===== config.mk =====
export PLATFORM = sky130hd
export DESIGN_NAME = psw_wakeup_ctrl
export DESIGN_NICKNAME = d
export VERILOG_FILES = /design/src/psw_pkg.sv /design/src/psw_qc_if.sv /design/src/psw_qual_check.sv /design/src/psw_wakeup_ctrl.sv
export SDC_FILE = /design/constraint.sdc
export NUM_CORES = 1
export LEC_CHECK = 0
export BUFFER_PORTS_ARGS = -buffer_cell sky130_fd_sc_hd__buf_2
export CORE_ASPECT_RATIO = 1.4
export CORE_MARGIN = 5
export CORE_UTILIZATION = 32
export DETAILED_ROUTE_END_ITERATION = 7
export GPL_TIMING_DRIVEN = 0
export SYNTH_ARGS = -nofsm -noshare
export SYNTH_HDL_FRONTEND = slang
export SYNTH_SLANG_ARGS = --single-unit

===== constraint.sdc =====
create_clock -name CLK_SYS_IN -period 2.4 [get_ports CLK_SYS_IN]
set_clock_uncertainty 0.1 [all_clocks]
set_input_delay 0.48 -clock CLK_SYS_IN [delete_from_list [all_inputs] [get_ports CLK_SYS_IN]]
set_output_delay 0.48 -clock CLK_SYS_IN [all_outputs]
set_load 0.01 [all_outputs]

===== src/psw_pkg.sv =====
/*
 * psw_pkg: constants, register map, field positions and types shared by
 * the pseudo-stop wake-up control and its clock quality checker.
 * Assumes a single 125 MHz system clock and an 8-bit register port.
 */
package psw_pkg;

	// ---------------------------------------------------------------
	// register port
	// ---------------------------------------------------------------
	localparam int unsigned ADDR_W = 4;
	localparam int unsigned DATA_W = 8;

	localparam logic [ADDR_W-1:0] REG_CTRL = 4'h0;
	localparam logic [ADDR_W-1:0] REG_STAT = 4'h4;

	// ---------------------------------------------------------------
	// control register fields
	// ---------------------------------------------------------------
	localparam int unsigned CTRL_CME_BIT   = 0;
	localparam int unsigned CTRL_SELF_CLOCK_MODE_ENABLE_BIT  = 1;
	localparam int unsigned CTRL_SELF_CLOCK_IRQ_ENABLE_BIT = 2;
	localparam int unsigned CTRL_PSS_BIT   = 3;
	localparam int unsigned CTRL_LSEL_BIT  = 4;
	localparam logic [DATA_W-1:0] CTRL_RESET = 8'h00;

	// ---------------------------------------------------------------
	// status register fields
	// ---------------------------------------------------------------
	localparam int unsigned STAT_FLAG_BIT   = 0;
	localparam int unsigned STAT_BACKUP_BIT = 1;
	localparam int unsigned STAT_CAUSE_LSB  = 2;
	localparam int unsigned STAT_GOOD_BIT   = 4;
	localparam int unsigned STAT_STOP_BIT   = 5;
	localparam int unsigned STAT_RESET_BIT  = 6;

	// ---------------------------------------------------------------
	// wake causes
	// ---------------------------------------------------------------
	localparam logic [1:0] CAUSE_NONE = 2'h0;
	localparam logic [1:0] CAUSE_EXT  = 2'h1;
	localparam logic [1:0] CAUSE_CM   = 2'h2;
	localparam logic [1:0] CAUSE_IRQ  = 2'h3;

	// ---------------------------------------------------------------
	// timing
	// ---------------------------------------------------------------
	localparam int unsigned CLK_PERIOD_NS    = 8;
	localparam int unsigned RESET_SEQ_NS     = 512;
	localparam int unsigned RESET_SEQ_CYCLES =
		(RESET_SEQ_NS + CLK_PERIOD_NS - 1) / CLK_PERIOD_NS;
	localparam int unsigned SEQ_W            = 7;
	localparam int unsigned QC_W             = 13;
	localparam logic [QC_W-1:0] QUAL_OSC_CYCLES = 13'h1000;

	typedef enum logic [2:0] {
		ST_RUN   = 3'h1,
		ST_STOP  = 3'h2,
		ST_RESET = 3'h4
	} psw_state_type;

endpackage : psw_pkg


===== src/psw_qc_if.sv =====
/*
 * psw_qc_if: signals between the wake-up control and its clock quality
 * checker. Assumes both ends run on the system clock.
 */
`timescale 1ns/10ps
interface psw_qc_if;
	logic start;
	logic osc_edge;
	logic fail;
	logic good;
	logic busy;

	modport ctrl (output start, output osc_edge, output fail, input good, input busy);
	modport chk  (input start, input osc_edge, input fail, output good, output busy);
endinterface : psw_qc_if


===== src/psw_qual_check.sv =====
/*
 * psw_qual_check: counts oscillator edges after a start request and
 * reports the clock as good once enough edges arrive without a failure.
 * Assumes osc_edge and fail are already synchronised to the system clock.
 */
`timescale 1ns/10ps
module psw_qual_check
	import psw_pkg::*;
(
	// clock and reset
	input  wire logic clk_in,
	input  wire logic rst_n_in,
	// checker side
	psw_qc_if.chk     qc
);

	logic [QC_W-1:0] cnt_r;
	logic            busy_r;
	logic            good_r;

	// ---------------------------------------------------------------
	// edge counter, restarted by any failure
	// ---------------------------------------------------------------
	always_ff @(posedge clk_in) begin
		if (!rst_n_in) begin
			cnt_r  <= '0;
			busy_r <= 1'b0;
			good_r <= 1'b0;
		end else begin
			good_r <= 1'b0;
			if (qc.start) begin
				cnt_r  <= '0;
				busy_r <= 1'b1;
			end else if (busy_r) begin
				if (qc.fail) begin
					cnt_r <= '0;
				end else if (qc.osc_edge) begin
					if (cnt_r == QUAL_OSC_CYCLES - 13'h0001) begin
						cnt_r  <= '0;
						busy_r <= 1'b0;
						good_r <= 1'b1;
					end else begin
						cnt_r <= cnt_r + 13'h0001;
					end
				end
			end
		end
	end

	assign qc.good = good_r;
	assign qc.busy = busy_r;
endmodule : psw_qual_check


===== src/psw_wakeup_ctrl.sv =====
/*
 * psw_wakeup_ctrl: wake-up control for pseudo-stop. Handles external
 * reset, clock monitor failure and wake-up interrupts, runs the reset
 * sequence, backup clock mode and the forced return to the oscillator.
 * Assumes a core that pulses a stop request and reads the vector select
 * when the fetch strobe fires; oscillator, monitor and reset are pins.
 */
// Chosen here: the address-and-strobe port and the address map.
// Operation
// - External reset in pseudo-stop restores configuration defaults, starts reset generator.
// - After external reset sequence, fetch normal vector and return to run.
// - With monitoring enabled, detected clock loss lets the device leave pseudo-stop.
// - Clock failure without backup mode enabled issues the clock monitor reset.
// - Clock monitor reset runs the same sequence but selects another vector.
// - Backup mode and interrupt enabled: clock failure raises the backup-mode interrupt.
// - Then enter backup mode, start quality checker, resume normal operation.
// - Interrupt enable clear: flag still set, device stays in pseudo-stop.
// - Any other wake interrupt resumes normal operation immediately.
// - Loop-select is cleared; device runs on oscillator after leaving stop.
// - Monitoring disabled: clock loss in pseudo-stop is ignored.
// - Oscillator runs in stop only when pseudo-stop select is set.
// - Quality check reports good 4096 oscillator cycles after recovery.
// - Stop entered in backup mode keeps checking, loop and regulator enabled.
`timescale 1ns/10ps
module psw_wakeup_ctrl
	import psw_pkg::*;
(
	// clock and reset
	input  wire logic                      CLK_SYS_IN,
	input  wire logic                      RSTN_IN,
	// register port
	input  wire logic [psw_pkg::ADDR_W-1:0] REG_ADDR_IN,
	input  wire logic [psw_pkg::DATA_W-1:0] REG_WDATA_IN,
	input  wire logic                      REG_WR_IN,
	input  wire logic                      REG_RD_IN,
	output logic      [psw_pkg::DATA_W-1:0] REG_RDATA_OUT,
	// core side
	input  wire logic                      STOP_REQ_IN,
	input  wire logic                      WAKE_IRQ_IN,
	output logic                           FETCH_VECTOR_OUT,
	output logic                           VECTOR_SEL_OUT,
	output logic                           RESET_GEN_OUT,
	output logic                           SCM_IRQ_OUT,
	output logic                           STOP_ACTIVE_OUT,
	// pins
	input  wire logic                      EXT_RST_N_IN,
	input  wire logic                      CLK_MON_FAIL_IN,
	input  wire logic                      OSC_CLK_IN,
	// clock and power controls
	output logic                           OSC_ENABLE_OUT,
	output logic                           LOOP_ENABLE_OUT,
	output logic                           VOLTAGE_REGULATOR_ENABLE_OUT,
	output logic                           BACKUP_CLOCK_OUT,
	output logic                           LOOP_CLOCK_SEL_OUT
);

	// ---------------------------------------------------------------
	// declarations
	// ---------------------------------------------------------------
	psw_state_type     state_r;
	psw_state_type     state_nxt;
	logic [DATA_W-1:0] ctrl_r;
	logic [DATA_W-1:0] rdata_r;
	logic              flag_r;
	logic              backup_r;
	logic              good_seen_r;
	logic [1:0]        cause_r;
	logic [1:0]        cause_nxt;
	logic [SEQ_W-1:0]  seq_cnt_r;
	logic              fetch_r;
	logic              ext_s1_r;
	logic              ext_s2_r;
	logic              fail_s1_r;
	logic              fail_s2_r;
	logic              osc_s1_r;
	logic              osc_s2_r;
	logic              osc_s3_r;
	logic              ext_rst;
	logic              cm_event;
	logic              scm_event;
	logic              seq_done;
	logic              wr_ctrl;
	logic              wr_stat;
	logic              qc_start;
	logic              clock_monitor_enable;
	logic              self_clock_mode_enable;
	logic              self_clock_irq_enable;
	logic              pss;

	psw_qc_if qc_bus ();

	assign clock_monitor_enable   = ctrl_r[CTRL_CME_BIT];
	assign self_clock_mode_enable  = ctrl_r[CTRL_SELF_CLOCK_MODE_ENABLE_BIT];
	assign self_clock_irq_enable = ctrl_r[CTRL_SELF_CLOCK_IRQ_ENABLE_BIT];
	assign pss   = ctrl_r[CTRL_PSS_BIT];

	// ---------------------------------------------------------------
	// pin synchronisers
	// ---------------------------------------------------------------
	always_ff @(posedge CLK_SYS_IN) begin
		if (!RSTN_IN) begin
			ext_s1_r  <= 1'b1;
			ext_s2_r  <= 1'b1;
			fail_s1_r <= 1'b0;
			fail_s2_r <= 1'b0;
			osc_s1_r  <= 1'b0;
			osc_s2_r  <= 1'b0;
			osc_s3_r  <= 1'b0;
		end else begin
			ext_s1_r  <= EXT_RST_N_IN;
			ext_s2_r  <= ext_s1_r;
			fail_s1_r <= CLK_MON_FAIL_IN;
			fail_s2_r <= fail_s1_r;
			osc_s1_r  <= OSC_CLK_IN;
			osc_s2_r  <= osc_s1_r;
			osc_s3_r  <= osc_s2_r;
		end
	end

	assign ext_rst = !ext_s2_r;

	// monitor failure only counts when enabled and oscillator is meant to run
	assign cm_event  = clock_monitor_enable && pss && fail_s2_r;
	assign scm_event = cm_event && self_clock_mode_enable && !backup_r;
	assign seq_done  = (seq_cnt_r == SEQ_W'(RESET_SEQ_CYCLES - 1)) && !ext_rst;

	// ---------------------------------------------------------------
	// state machine with cause priority
	// ---------------------------------------------------------------
	always_comb begin
		state_nxt = state_r;
		cause_nxt = cause_r;
		case (state_r)
			ST_RUN: begin
				if (ext_rst) begin
					state_nxt = ST_RESET;
					cause_nxt = CAUSE_EXT;
				end else if (STOP_REQ_IN) begin
					state_nxt = ST_STOP;
					cause_nxt = CAUSE_NONE;
				end
			end
			ST_STOP: begin
				if (ext_rst) begin
					state_nxt = ST_RESET;
					cause_nxt = CAUSE_EXT;
				end else if (cm_event && !self_clock_mode_enable) begin
					state_nxt = ST_RESET;
					cause_nxt = CAUSE_CM;
				end else if (scm_event && self_clock_irq_enable) begin
					state_nxt = ST_RUN;
					cause_nxt = CAUSE_CM;
				end else if (WAKE_IRQ_IN) begin
					state_nxt = ST_RUN;
					cause_nxt = CAUSE_IRQ;
				end
			end
			ST_RESET: begin
				if (ext_rst) begin
					cause_nxt = CAUSE_EXT;
				end else if (seq_done) begin
					state_nxt = ST_RUN;
				end
			end
			default: begin
				state_nxt = ST_RUN;
				cause_nxt = CAUSE_NONE;
			end
		endcase
	end

	always_ff @(posedge CLK_SYS_IN) begin
		if (!RSTN_IN) begin
			state_r <= ST_RUN;
			cause_r <= CAUSE_NONE;
		end else begin
			state_r <= state_nxt;
			cause_r <= cause_nxt;
		end
	end

	// ---------------------------------------------------------------
	// reset generator
	// ---------------------------------------------------------------
	always_ff @(posedge CLK_SYS_IN) begin
		if (!RSTN_IN) begin
			seq_cnt_r <= '0;
			fetch_r   <= 1'b0;
		end else begin
			fetch_r <= (state_r == ST_RESET) && seq_done;
			if (state_r != ST_RESET || ext_rst) begin
				seq_cnt_r <= '0;
			end else if (!seq_done) begin
				seq_cnt_r <= seq_cnt_r + SEQ_W'(1);
			end
		end
	end

	// ---------------------------------------------------------------
	// register port
	// ---------------------------------------------------------------
	assign wr_ctrl = REG_WR_IN && (REG_ADDR_IN == REG_CTRL);
	assign wr_stat = REG_WR_IN && (REG_ADDR_IN == REG_STAT);

	always_ff @(posedge CLK_SYS_IN) begin
		if (!RSTN_IN) begin
			ctrl_r <= CTRL_RESET;
		end else if (ext_rst || state_nxt == ST_RESET) begin
			ctrl_r <= CTRL_RESET;
		end else begin
			if (wr_ctrl) begin
				ctrl_r <= REG_WDATA_IN;
			end
			if (state_r == ST_RUN && STOP_REQ_IN) begin
				ctrl_r[CTRL_LSEL_BIT] <= 1'b0;
			end
		end
	end

	// interrupt flag: hardware set wins over write-one-to-clear
	always_ff @(posedge CLK_SYS_IN) begin
		if (!RSTN_IN) begin
			flag_r <= 1'b0;
		end else if (ext_rst || state_nxt == ST_RESET) begin
			flag_r <= 1'b0;
		end else if (state_r == ST_STOP && scm_event) begin
			flag_r <= 1'b1;
		end else if (wr_stat && REG_WDATA_IN[STAT_FLAG_BIT]) begin
			flag_r <= 1'b0;
		end
	end

	always_ff @(posedge CLK_SYS_IN) begin
		if (!RSTN_IN) begin
			rdata_r <= '0;
		end else if (REG_RD_IN && REG_ADDR_IN == REG_CTRL) begin
			rdata_r <= ctrl_r;
		end else if (REG_RD_IN && REG_ADDR_IN == REG_STAT) begin
			rdata_r <= '0;
			rdata_r[STAT_FLAG_BIT]                  <= flag_r;
			rdata_r[STAT_BACKUP_BIT]                <= backup_r;
			rdata_r[STAT_CAUSE_LSB +: 2]            <= cause_r;
			rdata_r[STAT_GOOD_BIT]                  <= good_seen_r;
			rdata_r[STAT_STOP_BIT]                  <= state_r == ST_STOP;
			rdata_r[STAT_RESET_BIT]                 <= state_r == ST_RESET;
		end else begin
			rdata_r <= '0;
		end
	end

	// ---------------------------------------------------------------
	// backup clock mode and quality check
	// ---------------------------------------------------------------
	assign qc_start = state_r == ST_STOP && scm_event && !ext_rst;

	assign qc_bus.start    = qc_start;
	assign qc_bus.osc_edge = osc_s2_r && !osc_s3_r;
	assign qc_bus.fail     = fail_s2_r;

	psw_qual_check u_qual (
		.clk_in   (CLK_SYS_IN),
		.rst_n_in (RSTN_IN),
		.qc       (qc_bus.chk)
	);

	always_ff @(posedge CLK_SYS_IN) begin
		if (!RSTN_IN) begin
			backup_r    <= 1'b0;
			good_seen_r <= 1'b0;
		end else if (qc_start) begin
			backup_r    <= 1'b1;
			good_seen_r <= 1'b0;
		end else if (qc_bus.good) begin
			backup_r    <= 1'b0;
			good_seen_r <= 1'b1;
		end
	end

	// ---------------------------------------------------------------
	// outputs
	// ---------------------------------------------------------------
	assign REG_RDATA_OUT      = rdata_r;
	assign FETCH_VECTOR_OUT   = fetch_r;
	assign VECTOR_SEL_OUT     = cause_r == CAUSE_CM;
	assign RESET_GEN_OUT      = state_r == ST_RESET;
	assign SCM_IRQ_OUT        = flag_r && self_clock_irq_enable;
	assign STOP_ACTIVE_OUT    = state_r == ST_STOP;
	assign OSC_ENABLE_OUT     = state_r != ST_STOP || pss;
	assign LOOP_ENABLE_OUT    = state_r != ST_STOP || backup_r;
	assign VOLTAGE_REGULATOR_ENABLE_OUT    = state_r != ST_STOP || backup_r;
	assign BACKUP_CLOCK_OUT   = backup_r;
	assign LOOP_CLOCK_SEL_OUT = ctrl_r[CTRL_LSEL_BIT] && !backup_r;
endmodule : psw_wakeup_ctrl


==> reports/results.tsv, run 1 <==
stage	metric	value	unit
run_status	status	completed	
route	wirelength	5430	um
timing	setup_ws	178.9	ps
synth	synth_edf_count	0	
route	drt-initial-drc-count	43	
timing	holdWs	255.4	ps
setup_path	worstSetupPathType	flop to output port	
synth	ys.flop_type	dfxtp_1	
route	wire_per_inst	13.31	um
synth	async_flop_share	0	%
clock_tree	cts_root_buffer	clkbuf_8	
timing	slew_headroom	57.87	%
worst_hold_path	min_from	EXT_RST_N_IN	
setup_path	crit_arrival	1640	ps
setup_path	cp-end-kind	output port	
setup_path	reg2reg_depth	6	
synth	yosys_warnings	0	
clock_tree	hold_buffers	0	
timing	tightest_slew	631.9	ps
floorplan	design.portCount	39	
global_route	antenna_found_initial	0	
timing	rsz0062_at_grt	false	
synth	synth_seq_cells	54	
timing	finalSetupViolations	0	
place	finalWeightedCongestion	0.8119	
synth	netlist_instances	267	
synth	syn-cell-area	2400	um^2
worst_hold_path	hold_path_depth	2	
synth	yosysSeqAreaShare	45.05	%
route	via_count	2019	
global_route	grt_max_degree	17	
cells_and_area	layout.nets	333	
route	viasPerCell	4.949	
place	place_area	2701	um^2
global_route	grt_pass1_vias	1945	
synth	avgSynthCellArea	8.988	um^2
floorplan	core_area	7315	um^2
cells_and_area	drive_gt1_share	19.61	%
global_route	grtUsageTotal	11.60	%
timing	setup_tns	0	ps
floorplan	rows	37	
clock_tree	clk_latency	310	ps
clock_tree	numCtsBuffers	5	
floorplan	fp.dieArea	9356	um^2
setup_path	start_kind	flop	
worst_hold_path	hp-class	input port to flop	
floorplan	start_util	32.81	%
route	drcViolationCount	0	
cells_and_area	post-route-cell-area	2811	um^2
route	drt_pass1_iterations	4	
clock_tree	cts_tree	yes	
pwr	p_total	0.001647	W
setup_path	ff2ff_setup_slack	440	ps
worst_hold_path	worst_hold_path.endpoint	ext_s1_r	
timing	finalCritPeriodShare	92.55	%
clock_tree	h-tree-depth	2	
place	io_buffers	36	
synth	synthDistinctLibCells	50	
clock_tree	post_cts_buffers	0	
global_route	grt_overflow	0	
clock_tree	cts.clk_slew.worst_paths	100	ps
setup_path	r2r_end	ctrl_r[4]	
timing	period_minus_slack	2221	ps
cells_and_area	syn_to_final_growth	17.15	%
synth	synth_nets	290	
clock_tree	cts.sinks	54	
setup_path	worstReg2RegStart	seq_cnt_r[0]	
global_route	grt_pass1_wl	8949	um
job	cap_violations	0	
place	pre_cts_slack	441.9	ps
clock_tree	cts.repair.resized	0	
place	dp_hpwl	4157	um
route	postRouteAntennaNets	0	
setup_path	worstPathMaxFanout	10	
timing	finalHoldViolCount	0	
pwr	power-per-cell-area	585.9	nW/um^2
setup_path	cp.required	1820	ps
timing	drv_slew	0	
pwr	power.leakage	1.093	nW
pwr	irDropWorstVdd	0.2950	mV
timing	fmax	450.2	MHz
cells_and_area	diodes	0	
floorplan	die_w	83.19	um
floorplan	die_y	112.5	um
clock_tree	clockBufferDepth	2	
[critical path, cell delays in order, from the launching register on]
cell	delay (ps)
dfxtp_1	310
clkbuf_2	170
nor3b_4	420
nand2b_1	160
buf_4	160
buf_2	130
[cell families after synthesis]
kind of cell             after synthesis  synth area share, %
AO/OA/AOI/OAI                         50                12.62
XOR/XNOR                               4                1.460
adder cells (fa/ha/maj)                2                1.043
buffers and inverters                 17                3.180
flip-flops                            54                45.05
multiplexers                          18                7.508
AND/OR/NAND/NOR                      122                29.15
[report_power, final]
| group | total (W) | internal [W] | switching (W) |
|---|---|---|---|
| clock network | 0.000611 | 0.000312 | 0.000299 |
| registers | 0.000923 | 0.000909 | 0.0000140 |
| logic | 0.000113 | 0.0000510 | 0.0000621 |
[sequential cells by signal, indices dropped and copies added, names as in the netlist]
| signal | cells |
|---|---|
| BACKUP_CLOCK_OUT | 1 |
| FETCH_VECTOR_OUT | 1 |
| cause_r | 2 |
| flag_r | 1 |
| osc_s3_r | 1 |
| REG_RDATA_OUT | 8 |
| fail_s2_r | 1 |
| fail_s1_r | 1 |
| good_seen_r | 1 |
| u_qual.qc.good | 1 |
| ctrl_r | 8 |
| seq_cnt_r | 7 |
| ext_s1_r | 1 |
| u_qual.qc.busy | 1 |
| osc_s2_r | 1 |
| state_r | 3 |
| u_qual.cnt_r | 13 |
| ext_s2_r | 1 |
| osc_s1_r | 1 |
[how the worst max path moves through the flow]
stage                  from  slack, ps  depth (start not counted)                            to
2_1_floorplan    state_r[2]        670                          4  VOLTAGE_REGULATOR_ENABLE_OUT
3_3_place_gp   seq_cnt_r[0]        450                          6                     ctrl_r[4]
3_5_place_dp   seq_cnt_r[0]        440                          6                     ctrl_r[4]
4_1_cts          state_r[2]        140                          5  VOLTAGE_REGULATOR_ENABLE_OUT
5_1_grt          state_r[2]         40                          5  VOLTAGE_REGULATOR_ENABLE_OUT
6_report         state_r[2]        180                          5  VOLTAGE_REGULATOR_ENABLE_OUT
[synthesized netlist by cell type, types with 2 or more instances]
cell | count | area share, %
a21boi_0 | 3 | 0.94
a21oi_1 | 15 | 3.1
a21oi_2 | 2 | 0.73
a311oi_1 | 2 | 0.73
a31oi_1 | 6 | 1.6
and2_1 | 6 | 1.6
and3_1 | 6 | 1.6
buf_2 | 3 | 0.63
buf_4 | 2 | 0.63
clkbuf_1 | 5 | 0.78
dfxtp_1 | 54 | 45
ha_1 | 2 | 1.0
inv_1 | 6 | 0.94
mux2i_1 | 18 | 7.5
nand2_1 | 14 | 2.2
nand2b_1 | 6 | 1.6
nand3_1 | 13 | 2.7
nand3b_1 | 2 | 0.63
nand4_1 | 6 | 1.6
nor2_1 | 34 | 5.3
nor2b_1 | 5 | 1.3
nor3_1 | 4 | 0.83
nor3b_1 | 3 | 0.94
nor3b_4 | 2 | 1.6
nor4bb_1 | 2 | 0.83
o21ai_0 | 12 | 2.5
o21ai_1 | 3 | 0.63
o32ai_1 | 2 | 0.73
or3_1 | 6 | 1.6
xnor2_1 | 2 | 0.73
xor2_1 | 2 | 0.73
[metrics by stage]
| step | cells | util [%] |
|---|---|---|
| final | 408 | 38.44 |
| after global routing | 408 | 38.44 |
| after CTS | 408 | 38.44 |
| after detailed placement | 400 | 36.93 |
| after global placement | 400 | 36.93 |
| after floorplan | 267 | - |
[placed cells by master, fill, tap and decap left out, types with 4 or more instances in the layout]
master    count
a21oi_1      15
a31oi_1       6
and2_1        6
and3_1        6
buf_2        39
clkbuf_1      6
clkbuf_8      5
dfxtp_1      54
inv_1         6
mux2i_1      18
nand2_1      14
nand2b_1      6
nand3_1      13
nand4_1       6
nor2_1       34
nor2b_1       5
nor3_1        4
o21ai_0      12
or3_1         6
[metal layers]
metal	GRT usage (%)	up-vias	part of all wire (%)
met1	13.11	950	43
met3	2.496	9	2.4
met5	0	-	0
li1	-	1036	-
met4	4.362	0	1.9
met2	21.15	24	52
[layout make-up]
type | instances | area [um^2]
well taps | 97 | 121.4
multi-input cells | 196 | 1242
clock inverters | 2 | 37.54
clock buffers | 6 | 72.57
plain buffers | 11 | 53.80
inverters | 6 | 22.52
fillers | 798 | 4503
repair buffers | 36 | 180.2
flip-flops and latches | 54 | 1081
No activity file was read; power rests on OpenSTA's default activity.
==> run 2, diff against run 1 <==
Settings changed: PLACE_DENSITY from default to 0.59.
==> reports/results.tsv, run 2 (synthesis gave the netlist of run 1 again) <==
stage	metric	value	unit
place	dp_hpwl	4204	um
route	drt-initial-drc-count	124	
clock_tree	cts.clk_slew.worst_paths	90	ps
timing	finalCritPeriodShare	92.51	%
setup_path	worstSetupPathType	flop to output port	
global_route	grt_overflow	0	
floorplan	fp.dieArea	9356	um^2
pwr	power-per-cell-area	586.4	nW/um^2
clock_tree	numCtsBuffers	5	
setup_path	crit_start	state_r[2]	
pwr	intPower	0.001294	W
pwr	irDropWorstVdd	0.3168	mV
pwr	p_seq_share	55.9	%
route	drt_pass1_iterations	4	
cells_and_area	drive_gt1_share	19.68	%
route	postRouteAntennaNets	0	
cells_and_area	post-route-cell-area	2814	um^2
timing	holdWs	260.2	ps
worst_hold_path	hp-class	input port to flop	
clock_tree	post_cts_buffers	0	
floorplan	die_y	112.5	um
pwr	p_clk_share	37.2	%
timing	finalHoldViolCount	0	
setup_path	cpPeakStageDelay	420	ps
run_status	status	completed	
place	io_buffers	36	
timing	fmax	450.4	MHz
setup_path	r2r_end	ctrl_r[4]	
setup_path	worstSetupEndpoint	VOLTAGE_REGULATOR_ENABLE_OUT	
setup_path	start_kind	flop	
cells_and_area	diodes	0	
setup_path	slowest_stage	nor3b_4	
floorplan	rows	37	
setup_path	path_cells	clkbuf_2 -> nor3b_4 -> nand2b_1 -> buf_4 -> buf_2	
route	wirelength	5447	um
global_route	grt_max_degree	16	
clock_tree	cts.sinks	54	
timing	rsz0062_at_grt	false	
route	wire_per_inst	13.38	um
setup_path	reg2reg_depth	6	
cells_and_area	final_common_cell	dfxtp_1	
clock_tree	clockBufferDepth	2	
timing	drv_slew	0	
worst_hold_path	hold_path_depth	2	
global_route	antenna_found_initial	0	
timing	slew_headroom	57.46	%
floorplan	core_area	7315	um^2
clock_tree	cts_root_buffer	clkbuf_8	
cells_and_area	registers.top_by_ff_count	u_qual.cnt_r	
setup_path	worstReg2RegStart	seq_cnt_r[0]	
floorplan	design.portCount	39	
setup_path	path_buf_inv	3	
place	pre_cts_slack	442.3	ps
pwr	combinationalPowerShare	6.9	%
setup_path	critPathTopFamily	simple AND/OR/NAND/NOR gates	
clock_tree	cts_tree	yes	
clock_tree	cts.repair.resized	0	
timing	setup_tns	0	ps
timing	finalSetupViolations	0	
cells_and_area	syn_to_final_growth	17.26	%
global_route	grtUsageTotal	12.12	%
setup_path	cp-end-kind	output port	
route	viasPerCell	5.034	
place	place_area	2701	um^2
pwr	swShare	21.57	%
job	cap_violations	0	
clock_tree	clk_latency	300	ps
setup_path	crit_cells	5	
timing	tightest_slew	638.1	ps
route	via_count	2049	
clock_tree	hold_buffers	0	
place	finalWeightedCongestion	0.8060	
floorplan	die_w	83.19	um
floorplan	start_util	32.81	%
pwr	power.leakage	1.099	nW
setup_path	ff2ff_setup_slack	470	ps
timing	period_minus_slack	2220	ps
clock_tree	h-tree-depth	2	
cells_and_area	layout.nets	333	
setup_path	worstPathMaxFanout	10	
pwr	p_sw	0.0003560	W
setup_path	crit_arrival	1640	ps
cells_and_area	largest_register_ffs	13	
route	drcViolationCount	0	
timing	setup_ws	179.9	ps
setup_path	cp.required	1820	ps
global_route	grt_pass1_wl	9349	um
cells_and_area	final_cell_mix	dfxtp_1 (54), buf_2 (39), nor2_1 (34)	
global_route	grt_pass1_vias	1970	
-- run 2: worst min-delay path by stage --
stage	start	to	slack, ps
after floorplan	ext_s1_r	ext_s2_r	290
after global routing	EXT_RST_N_IN	ext_s1_r	260
after CTS	EXT_RST_N_IN	ext_s1_r	250
after global placement	ext_s1_r	ext_s2_r	290
final	EXT_RST_N_IN	ext_s1_r	260
after detailed placement	ext_s1_r	ext_s2_r	290
-- run 2: per-layer routing --
metal	track usage (%)	up-vias	part of all wire [%]
li1	-	1036	-
met3	2.496	4	2.6
met1	13.38	984	41
met4	4.035	0	1.1
met5	0	-	0
met2	22.81	25	55
-- run 2: through the flow --
stage	power, W	instances	util [%]
CTS	0.001677	407	38.47
global placement	0.001057	400	36.93
floorplan	0.001018	267	-
global route	0.001734	407	38.47
detailed placement	0.001059	400	36.93
finish	0.001650	407	38.47
-- run 2: area by class of cell --
class / instances / area [um^2]
Buffer: 11 / 53.80
Inverter: 6 / 22.52
Fill cell: 797 / 4501
Sequential cell: 54 / 1081
Clock inverter: 1 / 30.03
Timing Repair Buffer: 36 / 180.2
Clock buffer: 6 / 82.58
Multi-Input combinational cell: 196 / 1242
Tap cell: 97 / 121.4
-- run 2: power groups by stage --
stage	logic, W	registers [W]	clock network (W)
2_1_floorplan	0.0000771	0.000941	0
3_3_place_gp	0.000114	0.000943	0
3_5_place_dp	0.000115	0.000944	0
4_1_cts	0.000115	0.000923	0.000639
5_1_grt	0.000128	0.000925	0.000681
6_report	0.000115	0.000922	0.000613
==> run 3, diff against run 2 <==
Settings changed: ABC_AREA from default to 1, CTS_CLUSTER_DIAMETER from default to 200.
==> reports/results.tsv, run 3 <==
stage	metric	value	unit
timing	drv_slew	0	
cells_and_area	post-route-cell-area	2984	um^2
setup_path	worstSetupPathType	flop to output port	
synth	syn-cell-area	2559	um^2
worst_hold_path	min_from	EXT_RST_N_IN	
setup_path	reg2reg_depth	6	
setup_path	start_kind	flop	
cells_and_area	seqCellArea	1081	um^2
clock_tree	clockBufferDepth	2	
cells_and_area	largest_register_ffs	13	
floorplan	die_y	115.8	um
synth	synthMuxAreaShare	0.3912	%
place	io_buffers	38	
setup_path	r2r_end	ctrl_r[0]	
clock_tree	cts_root_buffer	clkbuf_8	
clock_tree	cts.sinks	54	
setup_path	worstReg2RegStart	seq_cnt_r[0]	
synth	synth.top_cells.by_area	dfxtp_1 (42%), nand2_1 (13%), inv_1 (7.0%)	
floorplan	design.portCount	39	
cells_and_area	final_common_cell	nand2_1	
global_route	grtUsageTotal	11.41	%
global_route	grt_pass1_vias	2085	
clock_tree	clk_latency	300	ps
floorplan	die_w	85.58	um
synth	netlist_instances	352	
clock_tree	cts_tree	yes	
job	cap_violations	0	
setup_path	worstPathMaxFanout	6	
synth	synthSimpleGateAreaFrac	36.53	%
timing	fmax	477.1	MHz
place	dp_hpwl	4277	um
cells_and_area	fillers	833	
timing	tightest_slew	488.4	ps
timing	period_minus_slack	2096	ps
cells_and_area	multi_input_area	1234	um^2
synth	yosys.area.top_type	dfxtp_1	
global_route	antenna_found_initial	0	
synth	synth_top_family_by_area	simple AND/OR/NAND/NOR gates	
floorplan	fp.dieArea	9910	um^2
place	pre_cts_slack	624.6	ps
clock_tree	numCtsBuffers	5	
timing	slew_headroom	67.32	%
cells_and_area	syn_to_final_growth	16.63	%
route	drcViolationCount	0	
cells_and_area	registers.top_by_ff_count	u_qual.cnt_r	
floorplan	start_util	32.81	%
place	place_area	2874	um^2
clock_tree	h-tree-depth	2	
worst_hold_path	worst_hold_path.endpoint	ext_s1_r	
cells_and_area	drive_gt1_share	22.11	%
place	finalWeightedCongestion	0.8194	
timing	finalCritPeriodShare	87.34	%
synth	yosysTopAreaCellShare	42.25	%
setup_path	cp.required	1820	ps
route	drt_pass1_iterations	4	
synth	ys.flop_type	dfxtp_1	
clock_tree	hold_buffers	0	
setup_path	ff2ff_setup_slack	740	ps
place	dp.cells	490	
cells_and_area	layout.nets	420	
synth	avgSynthCellArea	7.269	um^2
timing	finalSetupViolations	0	
synth	yosysMostFrequentCell	nand2_1	
global_route	grt_pass1_wl	9114	um
synth	synth_xor_area_share	2.054	%
synth	synth_nets	375	
floorplan	core_area	7797	um^2
route	wire_per_inst	10.92	um
route	wirelength	5439	um
route	viasPerCell	4.510	
pwr	p_total	0.001655	W
route	postRouteAntennaNets	0	
synth	yosysSeqAreaShare	42.25	%
synth	synth_commonest_cells	nand2_1 (87), dfxtp_1 (54), inv_1 (48)	
cells_and_area	diodes	0	
synth	synth_edf_count	0	
timing	setup_ws	303.9	ps
worst_hold_path	hold_path_depth	2	
worst_hold_path	hp-class	input port to flop	
cells_and_area	fin_cells	498	
global_route	grt_max_degree	17	
synth	async_flop_share	0	%
clock_tree	post_cts_buffers	0	
clock_tree	cts.clk_slew.worst_paths	90	ps
synth	synth_seq_cells	54	
synth	yosys_warnings	0	
run_status	status	completed	
timing	finalHoldViolCount	0	
timing	setup_tns	0	ps
pwr	irDropWorstVdd	0.3165	mV
route	drt-initial-drc-count	97	
setup_path	crit_arrival	1520	ps
synth	synthDistinctLibCells	41	
route	via_count	2246	
synth	synth_compound_area_share	8.264	%
pwr	power.leakage	1.297	nW
cells_and_area	final_cell_mix	nand2_1 (87), dfxtp_1 (54), inv_1 (48)	
global_route	grt_overflow	0	
clock_tree	cts.repair.resized	0	
setup_path	cp-end-kind	output port	
pwr	power-per-cell-area	554.6	nW/um^2
floorplan	rows	38	
timing	rsz0062_at_grt	false	
synth	synthAdderAreaFrac	0.9780	%
## run 3: cell count changes after synthesis, sizes merged, moves of 6 or more
cell and change:
o21ai -8, nor2 +16, a21oi +6, nor3b -6
nand2 +78, nand3 +8, inv +49, mux2i -17
nand2b -6, or3 -6
## run 3: cell families (layout without fill, tap and decap cells)
logic type / after synthesis / count (layout)
DFF: 54 / 54
xor gates and xnor gates: 6 / 6
and+or+nand+nor: 191 / 191
AOI/OAI and AO/OA: 37 / 37
buffers and inverters: 61 / 107
adders and majority gates: 2 / 2
muxes: 1 / 1
## run 3: layer usage
metal / global-route usage [%] / share of wire (%) / vias to the layer above
met2: 22.25 / 55 / 31
met4: 4.541 / 1.8 / 0
li1: - / - / 1184
met1: 11.82 / 40 / 1024
met5: 0 / 0 / -
met3: 2.134 / 3.5 / 7
## run 3: critical path, stage by stage, from the launching register on
cell	delay, ps
dfxtp_1	440
nand3_2	190
or2_2	330
buf_4	130
buf_2	130
## run 3: where the power goes
part           internal, W  switching (W)
clock             0.000312       0.000287
sequential        0.000911      0.0000126
combinational    0.0000496      0.0000833
## run 3: final cells by class
cell class | count | share of cell area [%]
repair buffers | 38 | 6.373
inverters | 56 | 7.128
clock inverters | 2 | 1.258
plain buffers | 5 | 1.048
well taps | 100 | 4.193
clock buffers | 6 | 2.432
multi-input cells | 237 | 41.34
flip-flops and latches | 54 | 36.23
## run 3: worst max-delay path by stage
stage               startpoint                           end  slack [ps]  cells past startpoint
CTS                 state_r[1]  VOLTAGE_REGULATOR_ENABLE_OUT         270                      4
global placement    state_r[0]  VOLTAGE_REGULATOR_ENABLE_OUT         650                      5
finish              state_r[1]  VOLTAGE_REGULATOR_ENABLE_OUT         300                      4
detailed placement  state_r[1]  VOLTAGE_REGULATOR_ENABLE_OUT         620                      4
floorplan           state_r[1]  VOLTAGE_REGULATOR_ENABLE_OUT         780                      3
global route        state_r[0]  VOLTAGE_REGULATOR_ENABLE_OUT         210                      5
## run 3: metrics by stage
stage	utilization, %	hold WS (ps)
CTS	38.27	242.9
global route	38.27	238.5
floorplan	-	290.5
detailed placement	36.86	303.6
finish	38.27	258.1
global placement	36.86	297.5
